==> config.mk <==
export PLATFORM = sky130hd
export DESIGN_NAME = tcr_top
export DESIGN_NICKNAME = d
export VERILOG_FILES = /design/src/verilog/tcr_pkg.sv /design/src/verilog/tcr_ccu.sv /design/src/verilog/tcr_top.sv
export VERILOG_INCLUDE_DIRS = /design/src /design/src/verilog
export SDC_FILE = /design/constraint.sdc
export NUM_CORES = 1
export LEC_CHECK = 0
export BUFFER_PORTS_ARGS = -buffer_cell sky130_fd_sc_hd__buf_2
export CAP_MARGIN = 25
export CORE_ASPECT_RATIO = 1.75
export CORE_UTILIZATION = 40
export DETAILED_ROUTE_END_ITERATION = 8
export GPL_TIMING_DRIVEN = 0
export SLEW_MARGIN = 30
export SYNTH_ARGS = -nofsm -noshare
export SYNTH_HDL_FRONTEND = slang
export SYNTH_SLANG_ARGS = --single-unit
==> constraint.sdc <==
create_clock -name pclk -period 8 [get_ports pclk]
set_clock_uncertainty 0.2 [all_clocks]
set_input_delay 0.4 -clock pclk [delete_from_list [all_inputs] [get_ports pclk]]
set_output_delay 0.4 -clock pclk [all_outputs]
set_load 0.005 [all_outputs]
==> src/verilog/tcr_params.svh <==
/*
 * Register offsets, field positions, reset values and trigger codes of
 * the timer capture/compare block.
 * Assumes inclusion by bare name from files that need the numbers.
 */
`ifndef TCR_PARAMS_SVH
`define TCR_PARAMS_SVH

// per-timer register window, timer slot in paddr[7:6]
`define TCR_TMR_STRIDE 12'h040
`define TCR_OFF_CTL 6'h00
`define TCR_OFF_CNT 6'h04
`define TCR_OFF_CCTL0 6'h08
`define TCR_OFF_COMPARE_UNIT_0 6'h0c
`define TCR_UNIT_STRIDE 6'h08
// shared interrupt registers
`define TCR_OFF_IFG 12'h100
`define TCR_OFF_IE 12'h104

// control register fields
`define TCR_CTL_CLKSEL_LSB 0
`define TCR_CTL_RUN_BIT 2
`define TCR_CTL_CLR_BIT 3
// unit control register fields
`define TCR_CCTL_CAP_BIT 0
`define TCR_CCTL_CAPSEL_LSB 1
`define TCR_CCTL_OUTMODE_LSB 3
`define TCR_CCTL_OUTBIT_BIT 5
`define TCR_CCTL_PINEN_BIT 6

// reset values
`define TCR_CTL_RST 4'h0
`define TCR_CNT_RST 16'h0000
`define TCR_CCTL_RST 7'h00
`define TCR_CCR_RST 16'h0000
`define TCR_IFG_RST 12'h000
`define TCR_IE_RST 12'h000
`define TCR_CNT_MAX 16'hffff

// trigger select codes of the consuming blocks
`define TCR_ADC_SEL_T0 4'h1
`define TCR_ADC_SEL_T1 4'h4
`define TCR_PWRUP_SEL_T0 2'h2
`define TCR_SEQ_SEL_T1 2'h2

`endif

==> src/verilog/tcr_pkg.sv <==
/*
 * Types of the timer capture/compare block: selections, modes and the
 * structs that carry control and counter state between modules.
 * Assumes nothing of its surroundings.
 */
`default_nettype none

package tcr_pkg;

   typedef enum logic [1:0] {
      TCR_CLK_EXT = 2'b00,
      TCR_CLK_AUX = 2'b01,
      TCR_CLK_SUB = 2'b10,
      TCR_CLK_ALT = 2'b11
   } tcr_clksel_t;

   typedef enum logic [1:0] {
      TCR_CAP_A = 2'b00,
      TCR_CAP_B = 2'b01,
      TCR_CAP_GND = 2'b10,
      TCR_CAP_VCC = 2'b11
   } tcr_capsel_t;

   typedef enum logic [1:0] {
      TCR_OUT_BIT = 2'b00,
      TCR_OUT_PWM = 2'b01,
      TCR_OUT_TOGGLE = 2'b10,
      TCR_OUT_PWM_INV = 2'b11
   } tcr_outmode_t;

   // timer control, bit 3 down to bit 0
   typedef struct packed {
      logic clear;
      logic run;
      tcr_clksel_t clk_sel;
   } tcr_ctl_t;

   // unit control, bit 6 down to bit 0
   typedef struct packed {
      logic pin_en;
      logic out_bit;
      tcr_outmode_t out_mode;
      tcr_capsel_t cap_sel;
      logic capture;
   } tcr_cctl_t;

   // counter state shared by all units of one timer
   typedef struct packed {
      logic tick;
      logic wrap;
      logic [15:0] count;
      logic [15:0] count_next;
   } tcr_cnt_t;

endpackage

`default_nettype wire

==> src/verilog/tcr_ccu.sv <==
/*
 * One capture/compare unit: captures the counter on a rising edge of the
 * selected input, or matches the counter and shapes an output level.
 * Assumes the counter struct comes from the owning timer in pclk domain.
 */
`timescale 1ns/100ps
`default_nettype none
`include "tcr_params.svh"

module tcr_ccu (
   input wire logic pclk,
   input wire logic presetn,
   input wire tcr_pkg::tcr_cctl_t cfg,
   input wire tcr_pkg::tcr_cnt_t cnt,
   input wire logic ccr_wr,
   input wire logic [15:0] ccr_wdata,
   input wire logic cap_a,
   input wire logic cap_b,
   output logic [15:0] ccr,
   output logic out_level,
   output logic event_pulse
);

   logic cap_lvl;
   logic cap_prev;
   logic cap_edge;
   logic match;

   // capture input selection
   always_comb begin
      unique case (cfg.cap_sel)
         tcr_pkg::TCR_CAP_A: cap_lvl = cap_a;
         tcr_pkg::TCR_CAP_B: cap_lvl = cap_b;
         tcr_pkg::TCR_CAP_GND: cap_lvl = 1'b0;
         tcr_pkg::TCR_CAP_VCC: cap_lvl = 1'b1;
      endcase
   end

   // previous level for edge detection
   always_ff @(posedge pclk or negedge presetn) begin
      if (!presetn) begin
         cap_prev <= 1'b0;
      end else begin
         cap_prev <= cap_lvl;
      end
   end

   // capture or compare event of this unit
   assign cap_edge = cfg.capture & cap_lvl & ~cap_prev; // RULE3
   assign match = ~cfg.capture & cnt.tick & (cnt.count_next == ccr); // RULE3
   assign event_pulse = cap_edge | match; // RULE5

   // compare value, overwritten by a capture
   always_ff @(posedge pclk or negedge presetn) begin
      if (!presetn) begin
         ccr <= `TCR_CCR_RST;
      end else if (cap_edge) begin
         ccr <= cnt.count; // RULE3
      end else if (ccr_wr) begin
         ccr <= ccr_wdata;
      end
   end

   // output shaping: level, pwm, toggle, inverted pwm
   always_ff @(posedge pclk or negedge presetn) begin
      if (!presetn) begin
         out_level <= 1'b0;
      end else begin
         unique case (cfg.out_mode)
            tcr_pkg::TCR_OUT_BIT: begin
               out_level <= cfg.out_bit;
            end
            tcr_pkg::TCR_OUT_PWM: begin
               if (match) begin
                  out_level <= 1'b0; // RULE3
               end else if (cnt.wrap) begin
                  out_level <= 1'b1;
               end
            end
            tcr_pkg::TCR_OUT_TOGGLE: begin
               if (match) begin
                  out_level <= ~out_level; // RULE3
               end
            end
            tcr_pkg::TCR_OUT_PWM_INV: begin
               if (match) begin
                  out_level <= 1'b1;
               end else if (cnt.wrap) begin
                  out_level <= 1'b0;
               end
            end
         endcase
      end
   end

endmodule

`default_nettype wire

==> src/verilog/tcr_top.sv <==
/*
 * Three 16-bit capture/compare timers (slots 0, 1 and 2 = timer_4) with
 * their pin and trigger routing, reached over an APB slave.
 * Assumes all inputs are synchronous to pclk; trigger select fields come
 * from the consuming blocks.
 */
// The APB interface to the registers and the register addresses are this design's own decisions.
// Overview of operation
// RULE1: each timer has a free-running 16-bit counter
// RULE2: timers 0,1 three units; timer_4 two
// RULE3: units do capture or compare, pwm, intervals
// RULE4: counter wrap to zero raises a flag
// RULE5: each unit flags capture or compare events
// RULE6: clock from pin, alternate pin, aux, sub-main
// RULE7: unit 1 input b is the comparator (timer_4 unit 1 takes cap_b_pin_in instead)
// RULE8: unit 2 input b is the aux clock
// RULE9: timer 0 unit 1 triggers adc, select 1
// RULE10: timer 1 unit 1 triggers adc, select 4
// RULE11: timer 0 unit 2 powers up, select 2
// RULE12: timer 1 unit 2 starts sequencer, select 2
// RULE13: adc trigger paths exist only with adc
// RULE14: unit output drives its pin when enabled
`timescale 1ns/100ps
`default_nettype none
`include "tcr_params.svh"

module tcr_top #(
   parameter int UNITS_T01 = 3,
   parameter int UNITS_T4 = 2,
   parameter bit HAS_ADC = 1'b1
) (
   input wire logic pclk,
   input wire logic presetn,
   input wire logic [11:0] paddr,
   input wire logic psel,
   input wire logic penable,
   input wire logic pwrite,
   input wire logic [31:0] pwdata,
   output logic [31:0] prdata,
   output logic pready,
   output logic pslverr,
   output logic irq,
   input wire logic [2:0] ext_timer_clock_in,
   input wire logic [2:0] alt_timer_clock_in,
   input wire logic aux_clock,
   input wire logic sub_main_clock,
   input wire logic comparator_output,
   input wire logic [2:0][2:0] cap_a_pin_in,
   input wire logic [2:0][2:0] cap_b_pin_in,
   output logic [2:0][2:0] timer_pin_out,
   output logic [2:0][2:0] timer_pin_oe_n,
   input wire logic [3:0] adc_trigger_select,
   input wire logic [1:0] powerup_trigger_select,
   input wire logic [1:0] sequencer_trigger_select,
   output logic adc_trigger,
   output logic ultrasonic_powerup_trigger,
   output logic acq_sequencer_trigger
);

   tcr_pkg::tcr_ctl_t ctl [3];
   logic [15:0] count [3];
   logic src_prev [3];
   tcr_pkg::tcr_cnt_t cnt_bus [3];
   tcr_pkg::tcr_cctl_t cctl [3][3];
   logic [15:0] ccr_q [3][3];
   logic out_lvl [3][3];
   logic unit_ev [3][3];
   logic [11:0] ifg;
   logic [11:0] ie;
   logic [11:0] events;
   logic [31:0] rd_mux;
   logic hit;
   logic sel_ctl [3];
   logic sel_cnt [3];
   logic sel_cctl [3][3];
   logic sel_ccr [3][3];
   logic sel_ifg;
   logic sel_ie;
   logic err_q;
   logic wr_acc;
   logic [1:0] slot;
   logic [5:0] off;

   // unit presence per timer slot
   function automatic logic unit_present(input logic [1:0] t, input int u);
      unit_present = (t == 2'd2) ? (u < UNITS_T4) : (u < UNITS_T01); // RULE2
   endfunction

   assign slot = paddr[7:6];
   assign off = paddr[5:0];
   assign wr_acc = psel & penable & pwrite;

   // address decode and read data selection
   always_comb begin
      hit = 1'b0;
      rd_mux = 32'h0000_0000;
      sel_ifg = 1'b0;
      sel_ie = 1'b0;
      for (int t = 0; t < 3; t++) begin
         sel_ctl[t] = 1'b0;
         sel_cnt[t] = 1'b0;
         for (int u = 0; u < 3; u++) begin
            sel_cctl[t][u] = 1'b0;
            sel_ccr[t][u] = 1'b0;
         end
      end
      if (paddr == `TCR_OFF_IFG) begin
         hit = 1'b1;
         sel_ifg = 1'b1;
         rd_mux = {20'h00000, ifg};
      end else if (paddr == `TCR_OFF_IE) begin
         hit = 1'b1;
         sel_ie = 1'b1;
         rd_mux = {20'h00000, ie};
      end else if (paddr[11:8] == 4'h0 && slot != 2'b11) begin
         for (int t = 0; t < 3; t++) begin
            if (slot == 2'(t)) begin
               if (off == `TCR_OFF_CTL) begin
                  hit = 1'b1;
                  sel_ctl[t] = 1'b1;
                  rd_mux = {28'h0000000, ctl[t]};
               end else if (off == `TCR_OFF_CNT) begin
                  hit = 1'b1;
                  sel_cnt[t] = 1'b1;
                  rd_mux = {16'h0000, count[t]};
               end
               for (int u = 0; u < 3; u++) begin
                  if (unit_present(slot, u)) begin
                     if (off == `TCR_OFF_CCTL0 + 6'(u) * `TCR_UNIT_STRIDE) begin
                        hit = 1'b1;
                        sel_cctl[t][u] = 1'b1;
                        rd_mux = {25'h0000000, cctl[t][u]};
                     end else if (off == `TCR_OFF_COMPARE_UNIT_0 + 6'(u) * `TCR_UNIT_STRIDE) begin
                        hit = 1'b1;
                        sel_ccr[t][u] = 1'b1;
                        rd_mux = {16'h0000, ccr_q[t][u]};
                     end
                  end
               end
            end
         end
      end
   end

   // read data and error latched in the setup cycle, answered in access
   always_ff @(posedge pclk or negedge presetn) begin
      if (!presetn) begin
         prdata <= 32'h0000_0000;
         err_q <= 1'b0;
      end else if (psel && !penable) begin
         prdata <= pwrite ? 32'h0000_0000 : rd_mux;
         err_q <= ~hit;
      end
   end

   assign pready = 1'b1;
   assign pslverr = psel & penable & err_q;

   // timers: clock select, counter, units
   for (genvar t = 0; t < 3; t++) begin : g_tmr
      logic src_lvl;
      logic tick;

      // counter clock source selection
      always_comb begin
         unique case (ctl[t].clk_sel)
            tcr_pkg::TCR_CLK_EXT: src_lvl = ext_timer_clock_in[t]; // RULE6
            tcr_pkg::TCR_CLK_AUX: src_lvl = aux_clock; // RULE6
            tcr_pkg::TCR_CLK_SUB: src_lvl = sub_main_clock; // RULE6
            tcr_pkg::TCR_CLK_ALT: src_lvl = alt_timer_clock_in[t]; // RULE6
         endcase
      end

      // source level of the previous cycle
      always_ff @(posedge pclk or negedge presetn) begin
         if (!presetn) begin
            src_prev[t] <= 1'b0;
         end else begin
            src_prev[t] <= src_lvl;
         end
      end

      assign tick = ctl[t].run & src_lvl & ~src_prev[t];
      assign cnt_bus[t].tick = tick;
      assign cnt_bus[t].count = count[t];
      assign cnt_bus[t].count_next = count[t] + 16'h0001; // RULE1
      assign cnt_bus[t].wrap = tick & (count[t] == `TCR_CNT_MAX); // RULE4

      // timer control; the clear bit is a self-clearing command
      always_ff @(posedge pclk or negedge presetn) begin
         if (!presetn) begin
            ctl[t] <= `TCR_CTL_RST;
         end else if (wr_acc && sel_ctl[t]) begin
            ctl[t].clk_sel <= tcr_pkg::tcr_clksel_t'(pwdata[`TCR_CTL_CLKSEL_LSB +: 2]);
            ctl[t].run <= pwdata[`TCR_CTL_RUN_BIT];
            ctl[t].clear <= 1'b0;
         end
      end

      // free-running counter, wraps from all ones to zero
      always_ff @(posedge pclk or negedge presetn) begin
         if (!presetn) begin
            count[t] <= `TCR_CNT_RST;
         end else if (wr_acc && sel_ctl[t] && pwdata[`TCR_CTL_CLR_BIT]) begin
            count[t] <= `TCR_CNT_RST;
         end else if (wr_acc && sel_cnt[t]) begin
            count[t] <= pwdata[15:0];
         end else if (tick) begin
            count[t] <= cnt_bus[t].count_next; // RULE1
         end
      end

      assign events[4 * t] = cnt_bus[t].wrap; // RULE4

      for (genvar u = 0; u < 3; u++) begin : g_unit
         if ((t == 2) ? (u < UNITS_T4) : (u < UNITS_T01)) begin : g_on
            logic cap_b;

            // internal capture b sources of timers 0 and 1
            if (t < 2 && u == 1) begin : g_cmp
               assign cap_b = comparator_output; // RULE7
            end else if (t < 2 && u == 2) begin : g_aux
               assign cap_b = aux_clock; // RULE8
            end else begin : g_pin
               assign cap_b = cap_b_pin_in[t][u];
            end

            // unit control register
            always_ff @(posedge pclk or negedge presetn) begin
               if (!presetn) begin
                  cctl[t][u] <= `TCR_CCTL_RST;
               end else if (wr_acc && sel_cctl[t][u]) begin
                  cctl[t][u] <= pwdata[6:0];
               end
            end

            tcr_ccu u_ccu (
               .pclk(pclk),
               .presetn(presetn),
               .cfg(cctl[t][u]),
               .cnt(cnt_bus[t]),
               .ccr_wr(wr_acc & sel_ccr[t][u]),
               .ccr_wdata(pwdata[15:0]),
               .cap_a(cap_a_pin_in[t][u]), // RULE7
               .cap_b(cap_b),
               .ccr(ccr_q[t][u]),
               .out_level(out_lvl[t][u]),
               .event_pulse(unit_ev[t][u])
            ); // RULE2

            // pin driven by the unit output when enabled
            assign timer_pin_out[t][u] = out_lvl[t][u]; // RULE14
            assign timer_pin_oe_n[t][u] = ~cctl[t][u].pin_en; // RULE14
         end else begin : g_off
            assign cctl[t][u] = `TCR_CCTL_RST;
            assign ccr_q[t][u] = `TCR_CCR_RST;
            assign out_lvl[t][u] = 1'b0;
            assign unit_ev[t][u] = 1'b0;
            assign timer_pin_out[t][u] = 1'b0;
            assign timer_pin_oe_n[t][u] = 1'b1;
         end
         assign events[4 * t + 1 + u] = unit_ev[t][u]; // RULE5
      end
   end

   // sticky flags; a new event wins over a write-one clear
   always_ff @(posedge pclk or negedge presetn) begin
      if (!presetn) begin
         ifg <= `TCR_IFG_RST;
      end else if (wr_acc && sel_ifg) begin
         ifg <= (ifg & ~pwdata[11:0]) | events; // RULE4 RULE5
      end else begin
         ifg <= ifg | events; // RULE4 RULE5
      end
   end

   // interrupt mask
   always_ff @(posedge pclk or negedge presetn) begin
      if (!presetn) begin
         ie <= `TCR_IE_RST;
      end else if (wr_acc && sel_ie) begin
         ie <= pwdata[11:0];
      end
   end

   assign irq = |(ifg & ie);

   // hardware triggers to the adc, power-up and sequencer blocks
   always_ff @(posedge pclk or negedge presetn) begin
      if (!presetn) begin
         adc_trigger <= 1'b0;
         ultrasonic_powerup_trigger <= 1'b0;
         acq_sequencer_trigger <= 1'b0;
      end else begin
         adc_trigger <= HAS_ADC & // RULE13
            (((adc_trigger_select == `TCR_ADC_SEL_T0) & out_lvl[0][1]) | // RULE9
             ((adc_trigger_select == `TCR_ADC_SEL_T1) & out_lvl[1][1])); // RULE10
         ultrasonic_powerup_trigger <=
            (powerup_trigger_select == `TCR_PWRUP_SEL_T0) & out_lvl[0][2]; // RULE11
         acq_sequencer_trigger <=
            (sequencer_trigger_select == `TCR_SEQ_SEL_T1) & out_lvl[1][2]; // RULE12
      end
   end

endmodule

`default_nettype wire
==> out/qor.yml <==
timing:
  worst_pin_slew_ps: 1160
  fmax_ghz: 0.214
  hold_viol_final: 0
  tns_ps: 0
  post-route-min-period_ps: 4660
  setup_violations: 0
  worst_slack_ps: 3340
  rsz0062_at_grt: "false"
  fin_crit_sh_pct: 58.3
  timing.final.max_slew_violations: 0
  slew_headroom_pct: 22.3
yosys:
  ys_warn_count: 0
  synth_top_area_share_pct: 36.0
  synth_area_leaders: "dfrtp_1 36%, mux2i_1 6.8%, nor2_1 4.9%"
  ys_seq_area_share_pct: 36.0
  synth_cells: 2405
  synthFlopType: "dfrtp_1"
  postSynthAreaPerCell_um2: 8.79
  synth_largest_area_cell: "dfrtp_1"
  synth-edff-count: 0
  syn_area_um2: 21100
  async_reset_ff_share_pct: 100
  ys_types: 81
  ys_ff_latch: 304
critical_path:
  worstSetupEndpointType: "flip-flop"
  cp.required_ps: 8240
  critPathLaunchType: "flip-flop"
  worstPathMaxFanout: 9
  cp.arrival_ps: 4900
  path_class: "reg -> reg"
pwr:
  p_total_mw: 3.68
  p_leak_nw: 9.81
  ir_drop_uv: 136
  p_per_area_nw_per_um2: 152
final_layout:
  mostFrequentLayoutCell: "dfrtp_1"
  most-common-layout-cells: "304 x dfrtp_1, 270 x nor2_1, 192 x a21oi_1, 181 x nand2_1, 162 x clkbuf_1"
  final_nets: 2674
  areaGrowthSynthToFinish_pct: 14.5
  drive_gt1_share_pct: 12.2
clock_network:
  clockRootBuffer: "clkbuf_16"
  clkSlewWorstSetupHoldPaths_ps: 70
  h-tree-depth: 2
  cts_buffers: 35
  cts_sinks: 304
  cts_buffer_depth: 3
  cts_tree: "yes"
  insertion_delay_ps: 540
floorplan:
  start_util_pct: 40.5
  fp.dieArea_um2: 53800
  fp.dieH_um: 306
  num_rows: 111
  die-width_um: 176
  core-area_um2: 52200
  ios: 140
route:
  first_iter_violations: 2116
  drtPass1Iterations: 6
  ant_nets: 0
  wire_per_inst_um: 32.6
  via_per_inst: 6.46
  drc_errors: 0
  vias: 21300
  finalWirelength_mm: 107
global_route:
  grt_util_all_layers_pct: 39.6
  overflow: 0
  grt_max_degree: 78
  grt_antenna_before_repair: 4
  grt_pass1_wl_mm: 151
  grt_pass1_vias: 21000
placed_design:
  io_buffers: 96
  dpl.hpwl_mm: 83.0
  dpl_worst_slack_ps: 3280
  place.gp.congestion: 1.03
min_path:
  hold_class: "in -> reg"
flow_run:
  max_cap_violations: 0
status:
  status: "finished clean"
-- state kept, by name (all words and copies together), names as in the netlist, 3 cells and up --
| register | cells |
|---|---|
| cctl | 56 |
| g_tmr.g_unit.g_on.u_ccu.out_level | 8 |
| g_tmr.g_unit.g_on.u_ccu.ccr | 128 |
| src_prev | 3 |
| g_tmr.g_unit.g_on.u_ccu.cap_prev | 8 |
| prdata | 16 |
| ifg | 12 |
| ctl | 9 |
| ie | 12 |
| cnt_bus | 48 |
-- timing repair --
action | CTS | global route
setup endpoints to repair | 0 | 0
buffers inserted | 0 | 0
endpoints found under the hold margin | 112 | 0
gates resized for setup | 0 | 0
hold buffers | 24 | 0
-- power breakdown --
part	internal (mW)	switching [mW]	leakage [nW]
sequential	1.56	0.0274	4.03
clock	1.05	0.723	0.599
combinational	0.101	0.220	5.18
-- synth_stat cells, drive strengths merged, types with 13 or more instances --
master   count
a211oi      62
a21oi      192
a221oi      19
a22oi       29
and2        14
and3        24
buf         59
clkbuf     170
dfrtp      304
inv         39
mux2        78
mux2i      144
nand2      181
nand2b      38
nand3       40
nand4       35
nor2       274
nor2b       26
nor3        39
nor4        27
o2111ai     13
o211ai      15
o21ai      122
o221ai      16
o22ai       20
or3         20
or4         16
xnor2       86
xnor3       26
xor2        54
-- logic make-up after synthesis --
kind of cell | count (synthesis) | share of synthesized area [%]
and+or+nand+nor | 793 | 18.4
other | 2 | 0.0355
AOI/OAI and AO/OA | 641 | 20.0
muxes | 226 | 11.4
DFF | 304 | 36.0
buffers and inverters | 268 | 5.30
adders and majority gates | 4 | 0.225
xor gates and xnor gates | 167 | 8.68
-- critical path, cell delays in order, from the launching register on --
cell and delay, ps:
dfrtp_1 350, clkbuf_1 450, nand3_1 620, nor4_1 950, xnor3_1 240, nand2_1 250, nor4_1 440, nand4b_1 610
a311oi_1 460
-- final timing paths --
| kind | startpoint | endpoint | slack (ps) | cells past startpoint |
|---|---|---|---|---|
| max | cnt_bus[51] | g_tmr[1].g_unit[2].g_on.u_ccu.out_level | 3340 | 8 |
| min | pwdata[5] | ifg[5] | 10 | 4 |
| max reg2reg | cnt_bus[51] | g_tmr[1].g_unit[2].g_on.u_ccu.out_level | 3340 | 8 |
| min reg2reg | prdata[14] | prdata[14] | 270 | 2 |
| max in group asynchronous | presetn | g_tmr[1].g_unit[0].g_on.u_ccu.ccr[10] | 5970 | 5 |
| min in group asynchronous | presetn | cnt_bus[88] | 130 | 2 |
-- layout make-up --
| type | count | area [um^2] |
|---|---|---|
| multi-input combinational | 1850 | 12500 |
| clock buffer | 49 | 1050 |
| sequential | 304 | 7610 |
| inverter | 39 | 146 |
| fill | 5275 | 28000 |
| buffer | 229 | 987 |
| clock inverter | 13 | 176 |
| antenna | 3 | 7.51 |
| timing repair buffer | 128 | 863 |
| tap | 678 | 848 |
-- metal layers --
| metal | part of all wire [%] | wire length (um) | GRT usage [%] | vias to the layer above |
|---|---|---|---|---|
| met2 | 47 | 50800 | 65.1 | 1285 |
| met4 | 12 | 13000 | 41.1 | 4 |
| met3 | 6.8 | 7310 | 5.33 | 461 |
| met5 | 0.024 | 26 | 0 | - |
| li1 | - | - | - | 9127 |
| met1 | 34 | 36000 | 42.4 | 10400 |
-- through the flow --
stage | utilization [%] | hold slack, ps | instances | instance area [um^2]
after floorplan | - | -95.6 | 2422 | 21200
after global placement | 43.1 | 263 | 3196 | 22500
after detailed placement | 43.5 | 114 | 3204 | 22700
after CTS | 46.3 | 0.649 | 3290 | 24200
after global routing | 46.3 | 24.6 | 3290 | 24200
final | 46.4 | 11.8 | 3293 | 24200
Power figures use the tool's default switching activity.
